===== src/hw/ic_pkg.sv =====
// Package of register map, bit layout, source order and vectors for the interrupt controller
package ic_pkg;

    // ****************************************
    // Register offsets in special data memory
    // ****************************************
    localparam int ADDR_W = 4;
    localparam int DATA_W = 8;
    localparam logic [3:0] ADDR_CTRL0 = 4'h0;
    localparam logic [3:0] ADDR_CTRL1 = 4'h1;
    localparam logic [3:0] ADDR_CTRL2 = 4'h2;
    localparam logic [3:0] ADDR_GRP0 = 4'h3;
    localparam logic [3:0] ADDR_TIMER_GROUP = 4'h4;
    localparam logic [3:0] ADDR_MISC_GROUP = 4'h5;
    localparam logic [3:0] ADDR_EDGE_SEL = 4'h6;
    localparam logic [3:0] ADDR_CMP_CTRL = 4'h7;

    // ****************************************
    // Implemented bits and reset values
    // ****************************************
    localparam logic [7:0] MASK_CTRL0 = 8'h7F;
    localparam logic [7:0] MASK_CTRL1 = 8'hFF;
    localparam logic [7:0] MASK_CTRL2 = 8'h33;
    localparam logic [7:0] MASK_GRP0 = 8'h33;
    localparam logic [7:0] MASK_TIMER_GROUP = 8'hFF;
    localparam logic [7:0] MASK_MISC_GROUP = 8'h33;
    localparam logic [7:0] MASK_EDGE_SEL = 8'h0F;
    localparam logic [7:0] MASK_CMP_CTRL = 8'h03;
    localparam logic [7:0] RST_REG = 8'h00;

    // ****************************************
    // Field positions
    // ****************************************
    localparam int B_GIE = 0;
    localparam int B_PIN0_EN = 1;
    localparam int B_CMP_EN = 2;
    localparam int B_G0_EN = 3;
    localparam int B_PIN0_F = 4;
    localparam int B_CMP_F = 5;
    localparam int B_G0_F = 6;
    localparam int B_G1_EN = 0;
    localparam int B_G2_EN = 1;
    localparam int B_CONV_EN = 2;
    localparam int B_TB0_EN = 3;
    localparam int B_G1_F = 4;
    localparam int B_G2_F = 5;
    localparam int B_CONV_F = 6;
    localparam int B_TB0_F = 7;
    localparam int B_TB1_EN = 0;
    localparam int B_PIN1_EN = 1;
    localparam int B_TB1_F = 4;
    localparam int B_PIN1_F = 5;
    // Sub-source flags sit in the upper nibble, enables in the lower one
    localparam int SUB_FLAG_LSB = 4;
    localparam int B_PIN0_SEL = 0;
    localparam int B_PIN1_SEL = 2;
    localparam int B_CMP_SEL = 0;

    // ****************************************
    // Sources, lowest index is highest priority
    // ****************************************
    localparam int NUM_SRC = 9;
    localparam int SRC_W = 4;
    localparam int SRC_PIN0 = 0;
    localparam int SRC_CMP = 1;
    localparam int SRC_G0 = 2;
    localparam int SRC_G1 = 3;
    localparam int SRC_G2 = 4;
    localparam int SRC_CONV = 5;
    localparam int SRC_TB0 = 6;
    localparam int SRC_TB1 = 7;
    localparam int SRC_PIN1 = 8;

    localparam logic [7:0] VEC_PIN0 = 8'h04;
    localparam logic [7:0] VEC_G0 = 8'h0C;
    localparam logic [7:0] VEC_G1 = 8'h10;
    localparam logic [7:0] VEC_G2 = 8'h14;
    localparam logic [7:0] VEC_CONV = 8'h18;
    localparam logic [7:0] VEC_TB0 = 8'h1C;
    localparam logic [7:0] VEC_TB1 = 8'h20;
    localparam logic [7:0] VEC_PIN1 = 8'h24;

    // ****************************************
    // Edge select codes
    // ****************************************
    localparam logic [1:0] EDGE_OFF = 2'h0;
    localparam logic [1:0] EDGE_RISE = 2'h1;
    localparam logic [1:0] EDGE_FALL = 2'h2;
    localparam logic [1:0] EDGE_BOTH = 2'h3;

    function automatic logic ic_edge_hit(input logic [1:0] sel, input logic prev, input logic cur);
        case (sel)
            EDGE_RISE: ic_edge_hit = !prev && cur;
            EDGE_FALL: ic_edge_hit = prev && !cur;
            EDGE_BOTH: ic_edge_hit = prev != cur;
            default: ic_edge_hit = 1'b0;
        endcase
    endfunction

    function automatic logic [7:0] ic_vector(input logic [3:0] src, input logic [7:0] cmp_vec);
        case (src)
            4'h0: ic_vector = VEC_PIN0;
            4'h1: ic_vector = cmp_vec;
            4'h2: ic_vector = VEC_G0;
            4'h3: ic_vector = VEC_G1;
            4'h4: ic_vector = VEC_G2;
            4'h5: ic_vector = VEC_CONV;
            4'h6: ic_vector = VEC_TB0;
            4'h7: ic_vector = VEC_TB1;
            default: ic_vector = VEC_PIN1;
        endcase
    endfunction

endpackage


===== src/hw/ic_core.sv =====
// Interrupt controller top: flags, enables, arbitration, vectoring and wake-up
`timescale 1ns/1ns
module ic_core import ic_pkg::*; #(
    parameter int PC_W = 13,
    parameter logic [7:0] CMP_VEC = 8'h08
) (
    input wire logic core_clk_i,
    input wire logic arst_n_i,
    input wire logic ce_i,
    input wire logic [ADDR_W-1:0] reg_addr_i,
    input wire logic reg_wr_i,
    input wire logic [DATA_W-1:0] reg_wdata_i,
    output logic [DATA_W-1:0] reg_rdata_o,
    input wire logic pin0_i,
    input wire logic pin1_i,
    input wire logic cmp_out_i,
    input wire logic tmr0_period_evt_i,
    input wire logic tmr0_cmpa_evt_i,
    input wire logic tmr1_period_evt_i,
    input wire logic tmr1_cmpa_evt_i,
    input wire logic tmr2_period_evt_i,
    input wire logic tmr2_cmpa_evt_i,
    input wire logic low_volt_evt_i,
    input wire logic nv_write_done_evt_i,
    input wire logic conv_done_evt_i,
    input wire logic tb0_evt_i,
    input wire logic tb1_evt_i,
    input wire logic instr_boundary_i,
    input wire logic [PC_W-1:0] next_pc_i,
    input wire logic return_from_irq_instr_i,
    input wire logic [PC_W-1:0] stack_top_i,
    input wire logic stack_full_i,
    output logic stack_push_o,
    output logic [PC_W-1:0] stack_push_data_o,
    output logic stack_pop_o,
    output logic pc_load_o,
    output logic [PC_W-1:0] pc_load_addr_o,
    output logic wake_o
);
    // ****************************************
    // State
    // ****************************************
    typedef struct packed {
        logic [7:0] ctrl0;
        logic [7:0] ctrl1;
        logic [7:0] ctrl2;
        logic [7:0] grp0;
        logic [7:0] timer_group_irq_ctrl;
        logic [7:0] misc_group_irq_ctrl;
        logic [7:0] ext_edge_select_reg;
        logic [7:0] cmp_ctrl_reg;
        logic [7:0] rdata;
        logic push;
        logic [PC_W-1:0] push_data;
        logic pop;
        logic pc_load;
        logic [PC_W-1:0] pc_addr;
        logic wake;
    } ic_state_t;

    ic_state_t s;
    ic_state_t next_s;

    logic [2:0] edge_evt;
    logic [NUM_SRC-1:0] req_flag;
    logic [NUM_SRC-1:0] req_en;
    logic win_valid;
    logic [SRC_W-1:0] win_idx;

    // ****************************************
    // Bit map helpers
    // ****************************************
    // One map serves arbitration and flag update, so the two cannot drift apart
    function automatic logic [NUM_SRC-1:0] gather_flags(input logic [7:0] c0, input logic [7:0] c1,
        input logic [7:0] c2);
        logic [NUM_SRC-1:0] f;
        f = '0;
        f[SRC_PIN0] = c0[B_PIN0_F];
        f[SRC_CMP] = c0[B_CMP_F];
        f[SRC_G0] = c0[B_G0_F];
        f[SRC_G1] = c1[B_G1_F];
        f[SRC_G2] = c1[B_G2_F];
        f[SRC_CONV] = c1[B_CONV_F];
        f[SRC_TB0] = c1[B_TB0_F];
        f[SRC_TB1] = c2[B_TB1_F];
        f[SRC_PIN1] = c2[B_PIN1_F];
        return f;
    endfunction

    function automatic logic [NUM_SRC-1:0] gather_enables(input logic [7:0] c0, input logic [7:0] c1,
        input logic [7:0] c2);
        logic [NUM_SRC-1:0] e;
        e = '0;
        e[SRC_PIN0] = c0[B_PIN0_EN];
        e[SRC_CMP] = c0[B_CMP_EN];
        e[SRC_G0] = c0[B_G0_EN];
        e[SRC_G1] = c1[B_G1_EN];
        e[SRC_G2] = c1[B_G2_EN];
        e[SRC_CONV] = c1[B_CONV_EN];
        e[SRC_TB0] = c1[B_TB0_EN];
        e[SRC_TB1] = c2[B_TB1_EN];
        e[SRC_PIN1] = c2[B_PIN1_EN];
        return e;
    endfunction

    // A contained event raises its group only while its own enable is set
    function automatic logic group_hit(input logic [3:0] evt, input logic [7:0] ctrl);
        return |(evt & ctrl[3:0]);
    endfunction

    // Hardware only ever sets contained flags; clearing them is left to software
    function automatic logic [7:0] merge_sub(input logic [7:0] ctrl, input logic [3:0] evt);
        logic [7:0] r;
        r = ctrl;
        r[SUB_FLAG_LSB +: 4] = ctrl[SUB_FLAG_LSB +: 4] | evt;
        return r;
    endfunction

    // Counts only a contained flag going from clear to set
    function automatic logic sub_new(input logic [3:0] evt, input logic [7:0] ctrl);
        return |(evt & ~ctrl[SUB_FLAG_LSB +: 4]);
    endfunction

    // ****************************************
    // Edge detection and arbitration
    // ****************************************
    ic_edge_det #(.N(3)) u_edge (
        .core_clk_i(core_clk_i),
        .arst_n_i(arst_n_i),
        .ce_i(ce_i),
        .level_i({cmp_out_i, pin1_i, pin0_i}),
        .sel_i({s.cmp_ctrl_reg[B_CMP_SEL +: 2], s.ext_edge_select_reg[B_PIN1_SEL +: 2],
                s.ext_edge_select_reg[B_PIN0_SEL +: 2]}),
        // Comparator flag follows the output regardless of its enable
        .en_i({1'b1, s.ctrl2[B_PIN1_EN], s.ctrl0[B_PIN0_EN]}),
        .evt_o(edge_evt)
    );

    assign req_flag = gather_flags(s.ctrl0, s.ctrl1, s.ctrl2);
    assign req_en = gather_enables(s.ctrl0, s.ctrl1, s.ctrl2);

    ic_prio #(.N(NUM_SRC)) u_prio (
        .req_i(req_flag & req_en),
        .valid_o(win_valid),
        .idx_o(win_idx)
    );

    // ****************************************
    // Next state
    // ****************************************
    always_comb begin
        logic take;
        logic [NUM_SRC-1:0] clr;
        logic [NUM_SRC-1:0] set;
        logic [NUM_SRC-1:0] flg;
        logic [3:0] g0_set;
        logic [3:0] g1_set;
        logic [3:0] g2_set;
        take = 1'b0;
        clr = '0;
        set = '0;
        flg = '0;
        g0_set = '0;
        g1_set = '0;
        g2_set = '0;
        next_s = s;
        next_s.push = 1'b0;
        next_s.pop = 1'b0;
        next_s.pc_load = 1'b0;
        next_s.wake = 1'b0;

        // Software writes land first so a hardware set in the same cycle wins
        if (reg_wr_i) begin
            case (reg_addr_i)
                ADDR_CTRL0: next_s.ctrl0 = reg_wdata_i & MASK_CTRL0;
                ADDR_CTRL1: next_s.ctrl1 = reg_wdata_i & MASK_CTRL1;
                ADDR_CTRL2: next_s.ctrl2 = reg_wdata_i & MASK_CTRL2;
                ADDR_GRP0: next_s.grp0 = reg_wdata_i & MASK_GRP0;
                ADDR_TIMER_GROUP: next_s.timer_group_irq_ctrl = reg_wdata_i & MASK_TIMER_GROUP;
                ADDR_MISC_GROUP: next_s.misc_group_irq_ctrl = reg_wdata_i & MASK_MISC_GROUP;
                ADDR_EDGE_SEL: next_s.ext_edge_select_reg = reg_wdata_i & MASK_EDGE_SEL;
                ADDR_CMP_CTRL: next_s.cmp_ctrl_reg = reg_wdata_i & MASK_CMP_CTRL;
                default: ;
            endcase
        end

        // ****************************************
        // Contained source flags, set on their own events
        // ****************************************
        g0_set = {2'b00, tmr0_cmpa_evt_i, tmr0_period_evt_i};
        g1_set = {tmr2_cmpa_evt_i, tmr2_period_evt_i, tmr1_cmpa_evt_i, tmr1_period_evt_i};
        g2_set = {2'b00, nv_write_done_evt_i, low_volt_evt_i};
        next_s.grp0 = merge_sub(next_s.grp0, g0_set);
        next_s.timer_group_irq_ctrl = merge_sub(next_s.timer_group_irq_ctrl, g1_set);
        next_s.misc_group_irq_ctrl = merge_sub(next_s.misc_group_irq_ctrl, g2_set);

        // ****************************************
        // Primary source events
        // ****************************************
        set[SRC_PIN0] = edge_evt[0];
        set[SRC_PIN1] = edge_evt[1];
        set[SRC_CMP] = edge_evt[2];
        set[SRC_G0] = group_hit(g0_set, s.grp0);
        set[SRC_G1] = group_hit(g1_set, s.timer_group_irq_ctrl);
        set[SRC_G2] = group_hit(g2_set, s.misc_group_irq_ctrl);
        set[SRC_CONV] = conv_done_evt_i;
        set[SRC_TB0] = tb0_evt_i;
        set[SRC_TB1] = tb1_evt_i;

        // ****************************************
        // Take and return
        // ****************************************
        if (return_from_irq_instr_i) begin
            next_s.pop = 1'b1;
            next_s.pc_load = 1'b1;
            next_s.pc_addr = stack_top_i;
        end else if (instr_boundary_i && s.ctrl0[B_GIE] && !stack_full_i && win_valid) begin
            take = 1'b1;
        end

        if (take) begin
            next_s.push = 1'b1;
            next_s.push_data = next_pc_i;
            next_s.pc_load = 1'b1;
            next_s.pc_addr = {{(PC_W - 8){1'b0}}, ic_vector(win_idx, CMP_VEC)};
            next_s.ctrl0[B_GIE] = 1'b0;
            // Only the winner's own flag; contained sources stay for software
            clr[win_idx] = 1'b1;
        end

        flg = (gather_flags(next_s.ctrl0, next_s.ctrl1, next_s.ctrl2) & ~clr) | set;
        next_s.ctrl0[B_PIN0_F] = flg[SRC_PIN0];
        next_s.ctrl0[B_CMP_F] = flg[SRC_CMP];
        next_s.ctrl0[B_G0_F] = flg[SRC_G0];
        next_s.ctrl1[B_G1_F] = flg[SRC_G1];
        next_s.ctrl1[B_G2_F] = flg[SRC_G2];
        next_s.ctrl1[B_CONV_F] = flg[SRC_CONV];
        next_s.ctrl1[B_TB0_F] = flg[SRC_TB0];
        next_s.ctrl2[B_TB1_F] = flg[SRC_TB1];
        next_s.ctrl2[B_PIN1_F] = flg[SRC_PIN1];

        // A flag preset before sleep yields no new set, hence no wake
        next_s.wake = (|(set & ~req_flag)) || sub_new(g0_set, s.grp0) || sub_new(g1_set, s.timer_group_irq_ctrl)
            || sub_new(g2_set, s.misc_group_irq_ctrl);

        // ****************************************
        // Read back
        // ****************************************
        case (reg_addr_i)
            ADDR_CTRL0: next_s.rdata = s.ctrl0;
            ADDR_CTRL1: next_s.rdata = s.ctrl1;
            ADDR_CTRL2: next_s.rdata = s.ctrl2;
            ADDR_GRP0: next_s.rdata = s.grp0;
            ADDR_TIMER_GROUP: next_s.rdata = s.timer_group_irq_ctrl;
            ADDR_MISC_GROUP: next_s.rdata = s.misc_group_irq_ctrl;
            ADDR_EDGE_SEL: next_s.rdata = s.ext_edge_select_reg;
            ADDR_CMP_CTRL: next_s.rdata = s.cmp_ctrl_reg;
            default: next_s.rdata = RST_REG;
        endcase
    end

    always_ff @(posedge core_clk_i or negedge arst_n_i) begin
        if (!arst_n_i) begin
            s <= '0;
        end else if (ce_i) begin
            s <= next_s;
        end
    end

    // ****************************************
    // Outputs
    // ****************************************
    assign reg_rdata_o = s.rdata;
    assign stack_push_o = s.push;
    assign stack_push_data_o = s.push_data;
    assign stack_pop_o = s.pop;
    assign pc_load_o = s.pc_load;
    assign pc_load_addr_o = s.pc_addr;
    assign wake_o = s.wake;
endmodule


===== src/hw/ic_edge_det.sv =====
// Edge detectors for the external pins and the comparator output
`timescale 1ns/1ns
module ic_edge_det import ic_pkg::*; #(
    parameter int N = 3
) (
    input wire logic core_clk_i,
    input wire logic arst_n_i,
    input wire logic ce_i,
    input wire logic [N-1:0] level_i,
    input wire logic [2*N-1:0] sel_i,
    input wire logic [N-1:0] en_i,
    output logic [N-1:0] evt_o
);
    typedef struct packed {
        logic [N-1:0] prev;
    } ic_edge_state_t;

    ic_edge_state_t s;
    ic_edge_state_t next_s;

    always_comb begin
        next_s.prev = level_i;
        for (int i = 0; i < N; i++) begin
            // History keeps running while gated so enabling never yields a false edge
            evt_o[i] = en_i[i] && ic_edge_hit(sel_i[2*i +: 2], s.prev[i], level_i[i]);
        end
    end

    always_ff @(posedge core_clk_i or negedge arst_n_i) begin
        if (!arst_n_i) begin
            s <= '0;
        end else if (ce_i) begin
            s <= next_s;
        end
    end
endmodule


===== src/hw/ic_prio.sv =====
// Fixed priority picker, lowest index wins
`timescale 1ns/1ns
module ic_prio import ic_pkg::*; #(
    parameter int N = 9
) (
    input wire logic [N-1:0] req_i,
    output logic valid_o,
    output logic [SRC_W-1:0] idx_o
);
    always_comb begin
        valid_o = |req_i;
        idx_o = '0;
        for (int i = N - 1; i >= 0; i--) begin
            if (req_i[i]) begin
                idx_o = SRC_W'(i);
            end
        end
    end
endmodule

===== config.mk =====
export PLATFORM = sky130hd
export DESIGN_NAME = ic_core
export DESIGN_NICKNAME = d
export VERILOG_FILES = /design/src/hw/ic_pkg.sv /design/src/hw/ic_core.sv /design/src/hw/ic_edge_det.sv /design/src/hw/ic_prio.sv
export SDC_FILE = /design/constraint.sdc
export NUM_CORES = 1
export LEC_CHECK = 0
export BUFFER_PORTS_ARGS = -buffer_cell sky130_fd_sc_hd__buf_2
export CAP_MARGIN = 15
export CELL_PAD_IN_SITES_DETAIL_PLACEMENT = 1
export CELL_PAD_IN_SITES_GLOBAL_PLACEMENT = 1
export CORE_MARGIN = 2
export CORE_UTILIZATION = 39
export CTS_CLUSTER_SIZE = 25
export DETAILED_ROUTE_END_ITERATION = 7
export PLACE_DENSITY = 0.81
export RECOVER_POWER = 100
export SETUP_SLACK_MARGIN = 0.15
export SLEW_MARGIN = 20
export SYNTH_ARGS = -nofsm -noshare
export SYNTH_HDL_FRONTEND = slang
export SYNTH_HIERARCHICAL = 1
export SYNTH_SLANG_ARGS = --single-unit

===== constraint.sdc =====
create_clock -name core_clk_i -period 2.1 [get_ports core_clk_i]
set_input_delay 0.21 -clock core_clk_i [delete_from_list [all_inputs] [get_ports core_clk_i]]
set_output_delay 0.21 -clock core_clk_i [all_outputs]
set_load 0.02 [all_outputs]

* Yosys cells after proc, flatten, opt, wreduce, memory -nomap -nowiden
Memory sizes are Yosys's and may differ from the RTL's.
Cells that the tools add are included.
** Word-level totals
- Register bits :: 86
- Memory bits (read-only) :: 32
- Bits of input ports :: 59
- Word-level logic and storage cells :: 140
- Memories kept :: 1
** Operators by class
- Magnitude comparators :: 2
- Equality and inequality tests :: 19
- Multiplexer cells :: 32
- Bitwise gates (word level) :: 18
- Reduce and logical (&&, ||, !) cells :: 45
** Memories
- (name not given) :: depth 8, width 4, rd ports 1, clocked after Yosys merged registers in 0, wr ports 0, line ic_pkg.sv:101 : case (src)
** Operator list (count)
- 8-bit one-hot mux with 8 select lines :: 1
- 63-bit two-way mux :: 1
- 4-bit two-way mux :: 10
- 8-bit two-way mux :: 5
- 14-bit two-way mux :: 2
- 9-bit AND :: 3
- 3-bit AND reduction :: 9
- 4-bit OR reduction :: 6
- 9-bit NOT :: 2
- 9-bit OR reduction :: 2
- 4-bit by 3-bit == test with 1-bit output, second input constant :: 4
- 15-bit two-way mux :: 1
- 2-bit == test, second input constant :: 6
- 1-bit logical AND :: 12
- 4-bit NOT :: 3
- 9-bit two-way mux :: 1
- 9-bit bitwise OR :: 1
- 1-bit one-hot mux with 3 select lines :: 3
- 2-bit by 4-bit AND with 4-bit output :: 2
- 4-bit AND :: 2
- 4-bit by 2-bit == test with 1-bit output, second input constant :: 2
- 4-bit by 2-bit bitwise OR with 4-bit output :: 2
- 1-bit logical NOT :: 7
- 7-bit two-way mux :: 1
- 15 further kinds :: 28

* Longest topological paths before layout
- Depth in word-level cells :: 18
- Depth in mapped cells :: 10

* Modules after synthesis
Netlist, hierarchy kept.
** By module, submodules not included
- ic_core :: times used 1, cells an instance 408, area an instance 4371.7 µm²
- ic_edge_det :: times used 1, cells an instance 36, area an instance 289.0 µm²
- ic_prio :: times used 1, cells an instance 14, area an instance 96.3 µm²

* Worst setup path after synthesis
No wires, ideal clock.
- Path type :: register to register
- From :: register s (netlist bit req_flag[4])
- To :: register s (netlist bit req_flag[1])
- Arrival :: 2.151 ns
- Path slack :: -0.172 ns
- Cell stages (with the launch flop) :: 8
- Path buffers :: 0
- Period minus slack after synthesis :: 2.272 ns
- Cell sequence :: dfrtp_1 and2_1 o41ai_1 ha_1 inv_1 nor4b_1 o21ai_1 a22o_1
** Between the ends
- Longest elaborated chain between the ends :: 14
- Elaborated cells on any way between the ends :: 19
- Those cells by class :: 2 x order compare; 10 x mux; 4 x bitwise; 3 x reduce/logical
** RTL lines
- start: declaration :: line ic_core.sv:61 : ic_state_t s;
- start signal: assignment :: line ic_core.sv:266 : s <= next_s;
- 9-bit AND (*) :: line ic_core.sv:143 : .req_i(req_flag & req_en),
- 4-bit two-way mux (*) (5 in a row) :: line ic_prio.sv:14 : if (req_i[i]) begin
- net win_idx[0] :: line ic_core.sv:68 : logic [SRC_W-1:0] win_idx;
- 4-bit by 5-bit less-than comparator with 1-bit output (implied by the code) or 4-bit by 1-bit greater-or-equal comparator with 1-bit output (tied branches) :: line ic_core.sv:228 : clr[win_idx] = 1'b1;
- 1-bit logical AND (implied by the code) :: line ic_core.sv:228
- 1-bit two-way mux (implied by the code) :: line ic_core.sv:228
- 1-bit demux with 4-bit select (*) :: line ic_core.sv:228
- 9-bit two-way mux (*) :: line ic_core.sv:221 : if (take) begin
- 9-bit NOT (*) :: line ic_core.sv:231 : flg = (gather_flags(next_s.ctrl0, next_s.ctrl1, next_s.ctrl2) & ~clr) | set;
- 9-bit AND (*) :: line ic_core.sv:231
- 9-bit bitwise OR (*) :: line ic_core.sv:231
The timed path passes the listed nets; every way through them passes the cells marked *.
A chain may end at the register's enable or synchronous reset.

* Worst setup path after layout
- From :: register s (netlist bit req_en[5])
- To :: register s (netlist bit req_flag[7])
** Between the ends
- Longest elaborated chain between the ends :: 15
- Elaborated cells on any way between the ends :: 20
- Those cells by class :: 2 x order compare; 11 x mux; 4 x bitwise; 3 x reduce/logical
** RTL lines (line)
- 9-bit AND (*) :: ic_core.sv:143
- 4-bit two-way mux (*) (6 in a row) :: ic_prio.sv:14
- net win_idx[1] :: ic_core.sv:68
- 4-bit by 5-bit less-than comparator with 1-bit output (implied by the code) or 4-bit by 1-bit greater-or-equal comparator with 1-bit output (tied branches) :: ic_core.sv:228
- 1-bit logical AND (implied by the code) :: ic_core.sv:228
- 1-bit two-way mux (implied by the code) :: ic_core.sv:228
- 1-bit demux with 4-bit select (*) :: ic_core.sv:228
- 9-bit two-way mux (*) :: ic_core.sv:221
- 9-bit NOT (*) :: ic_core.sv:231
- 9-bit AND (*) :: ic_core.sv:231
- 9-bit bitwise OR (*) :: ic_core.sv:231
Marks and branches as above.

==> metrics.md <==
| Metric | Value |
|---|---|
| Reg-to-reg slack, setup | `-0.18 ns` |
| Critical Setup Path Class | `reg -> reg` |
| H-tree depth | `3` |
| R2r worst-path depth | `9` |
| Clock transition time at the flip-flop clock pins of the worst setup and hold paths | `0.07 ns` |
| Worst rel slew slack | `0.5080` |
| Number of port buffers | `96` |
| Number of buffers added by the clock tree synthesis step | `9` |
| Share of the cycle needed by the critical path after routing | `1.087` |
| Required @ worst endpoint | `~2.3 ns` |
| Pwr/cell area | `973.7 mW/mm²` |
| Sequential cell area | `0.002052 mm²` |
| Share of layout cells above drive strength 1 | `0.4491` |
| Status | `finished, violations left` |
| Total routing usage reported by global routing | `0.2716` |
| Area contributors post-synth | `dfrtp_1, mux2_2, buf_4` |
| Launching point of the worst reg2reg path | `req_en[5]` |
| Fraction of registers with async set/reset | `1.000` |
| Peak ir drop on the vdd network | `between 0.0003 and 0.0004 V` |
| Antenna-violating nets left | `0` |
| Count of cells along the worst hold path | `2` |
| Clock Sinks | `82` |
| Average wire per cell in the routed design | `25.29 µm` |
| Total Routed Length | `18130 µm` |
| TritonCTS clock tree | `done` |
| Worst slack after detailed placement | `-0.2894 ns` |
| Area share of the largest cell type after synthesis | `0.4314` |
| Overall die area | `0.01310 mm²` |
| Final weighted congestion in routability-driven placement | `0.8975` |
| Number of synthesized register bits | `82` |
| Via density per instance | `5.980` |
| Chip Width | `114.4 µm` |
| Type of destination of the critical path | `flip-flop` |
| Largest net degree at the start of global routing | `46` |
| Start point of the worst min-delay path | `stack_top_i[11]` |
| Root cell of the clock tree | `clkbuf_16` |
| Commonest non-fill, non-tap cell in the layout | `buf_2` |
| Synth cell types | `between 50 and 60` |
| Antenna diode instance count | `0` |
| Cell type contributing the most total cell area after synthesis | `dfrtp_1` |
| Unrepaired setup endpoints after global routing | `yes` |
| Multi-input gate area in the final layout | `0.002559 mm²` |
| Count of flip-flops with a built-in enable after synthesis | `0` |
| Number of buffers on the longest clock path | `2` |
| Routed via count | `roughly 4300` |
| Nature of the critical path startpoint | `flip-flop` |
| Number of nets in the final layout | `635` |
| Overflow left after global routing | `0` |
| Leading cell types in the layout, fill and taps excluded | `buf_2, dfrtp_1, buf_4, mux2_2, inv_1` |
| Via count of the first global-routing pass | `approximately 4700` |
| Wire length of the first global-routing pass | `roughly 27000 µm` |
| Count of final hold-check violations | `0` |
| Detailed Place HPWL | `10840 µm` |
| Setup violation total in the final timing report | `22` |
| Synthesized net count | `528` |
| Final setup skew | `0.01253 ns` |
| Highest fanout seen on the critical path | `3` |
| Violations in the final reports | `setup timing` |
| Static Leakage | `between 0.002 and 0.003 µW` |
| Core area | `0.01196 mm²` |
| Antenna violations before repair | `1` |
| Number of warnings printed during yosys synthesis | `6` |
| Fill cell count | `1308` |
| Endpoint arrival time on the critical path | `around 2.5 ns` |
| Terminating pin of the worst hold path | `pc_load_addr_o[11]` |
| Endpoint of the worst register-to-register path | `req_flag[7]` |
| Maximum capacitance violations | `0` |
| Slew at the pin with the worst max-slew slack | `0.7348 ns` |
| Hold_ws | `0.08729 ns` |
| Part of the Yosys area used for sequential elements | `0.4314` |
| 1st-iter DRT viols | `339` |
| Class of the tightest hold or removal check | `in -> reg` |
| Average instance area after synthesis | `10.39 µm²` |
| Highest clock rate | `438.1 MHz` |
| Std-Cell Rows | `40` |
| Clk_lat worst skew | `about 0.35 ns` |
| Number of pins with negative max-slew slack in the final report | `0` |
| Layout Area Growth over Synthesis | `30.38%` |
| Effective utilization at floorplan | `0.3977` |
| DRC violation count after routing | `0` |
| Pre-Repair DR Iteration Count | `5` |
| Area of the mapped netlist | `approximately 0.0048 mm²` |
| Final worst-path setup slack | `-0.1827 ns` |
| Syn Inst Count | `about 460` |
| Min Clock Period, post-route | `2.283 ns` |
| Number of primary I/O pins | `97` |
| Die span in y | `114.4 µm` |
| Leading register cell type out of synthesis | `dfrtp_1` |
[power by group]
group | switching, µW | total (µW) | internal [µW] | leakage, µW
clock network | 686 | 1760 | 1070 | 0.000156
registers | 199 | 2030 | 1830 | 0.000997
logic | 1240 | 2250 | 1010 | 0.00179
[timing repair]
item	4_1_cts	5_1_grt
hold buffers	1	0
endpoints found under the setup margin	27	38
hold endpoints to repair	44	0
gates cloned	0	1
buffers inserted	9	6
gates resized for setup	55	21
pin swaps	30	26
[layout make-up]
cell class,instances,share of cell area
inverter,29,0.01916
tap,147,0.02965
timing repair buffer,149,0.1561
sequential,82,0.3308
multi-input combinational,294,0.4125
clock inverter,5,0.01251
clock buffer,11,0.03914
[worst max-delay path, cell delays in order, from the launching register on]
cell      delay, ns
dfrtp_1        0.43
and2_4         0.21
nor2_4         0.09
o21ai_2        0.09
a211oi_4       0.35
buf_6          0.16
ha_4           0.15
nor4b_4        0.35
o21ai_1        0.11
a22o_1         0.22
[metrics by stage]
step	total power [µW]	cell area (µm²)	utilization	TNS, ns	std cells
after detailed placement	3665	5466	0.4570	-3.531	684
final	6039	6202	0.5185	-1.557	717
after global routing	6244	6202	0.5185	-2.125	717
after CTS	5766	6066	0.5071	-0.02798	710
after floorplan	3112	4862	-	0	458
after global placement	3583	5466	0.4570	-1.069	684
[worst max path at each step]
stage | start | end | slack, ns | cells after the start
2_1_floorplan | req_flag[6] | req_flag[1] | 0.11 | 9
3_3_place_gp | req_flag[6] | req_flag[7] | -0.14 | 8
3_5_place_dp | req_en[5] | req_flag[7] | -0.29 | 8
4_1_cts | req_flag[3] | req_flag[2] | -0.01 | 11
5_1_grt | req_en[5] | req_flag[0] | -0.22 | 10
6_report | req_en[5] | req_flag[7] | -0.18 | 9
[synth_stat cells, types with 3 or more instances]
master     instances
and4b_1            3
a21oi_1           12
nor2_1            16
mux2_4             7
mux2_2            28
o22ai_1            6
buf_2              9
ha_1              11
clkbuf_1           6
nand2_1           21
nand2b_1          14
o21ai_0           36
and2_1            10
a22o_1            21
a221oi_1           3
dfrtp_1           82
o21bai_1           3
nor4b_1            3
nand3_1           11
a311oi_1           4
o2bb2ai_1          6
mux2i_1           15
buf_4             37
nor3_1             4
nor2b_1            8
nor4_1             6
inv_1             29
a22oi_1            8
[layer usage]
layer	wire, µm	global-route usage	part of all wire
met5	0	0	0
met4	805	0.1374	0.044
met3	1155	0.04976	0.064
met2	9190	0.4552	0.51
met1	6979	0.3350	0.38
[cells by family after synthesis]
kind of cell | Yosys count | synth area share
buffers and inverters | 82 | 0.09784
adders and majority gates | 11 | 0.02893
AOI/OAI and AO/OA | 115 | 0.1647
and+or+nand+nor | 115 | 0.1494
other | 1 | 0.0007883
muxes | 52 | 0.1270
DFF | 82 | 0.4314
[sequential cells by signal (all words and copies together) (netlist names)]
name and cells:
pc_load_addr_o 13, pc_load_o 1, reg_rdata_o 8, req_en 9, req_flag 9, s 23, stack_pop_o 1, stack_push_data_o 13
stack_push_o 1, u_edge/s 3, wake_o 1
Note: power is estimated with default switching activity, not from simulation.
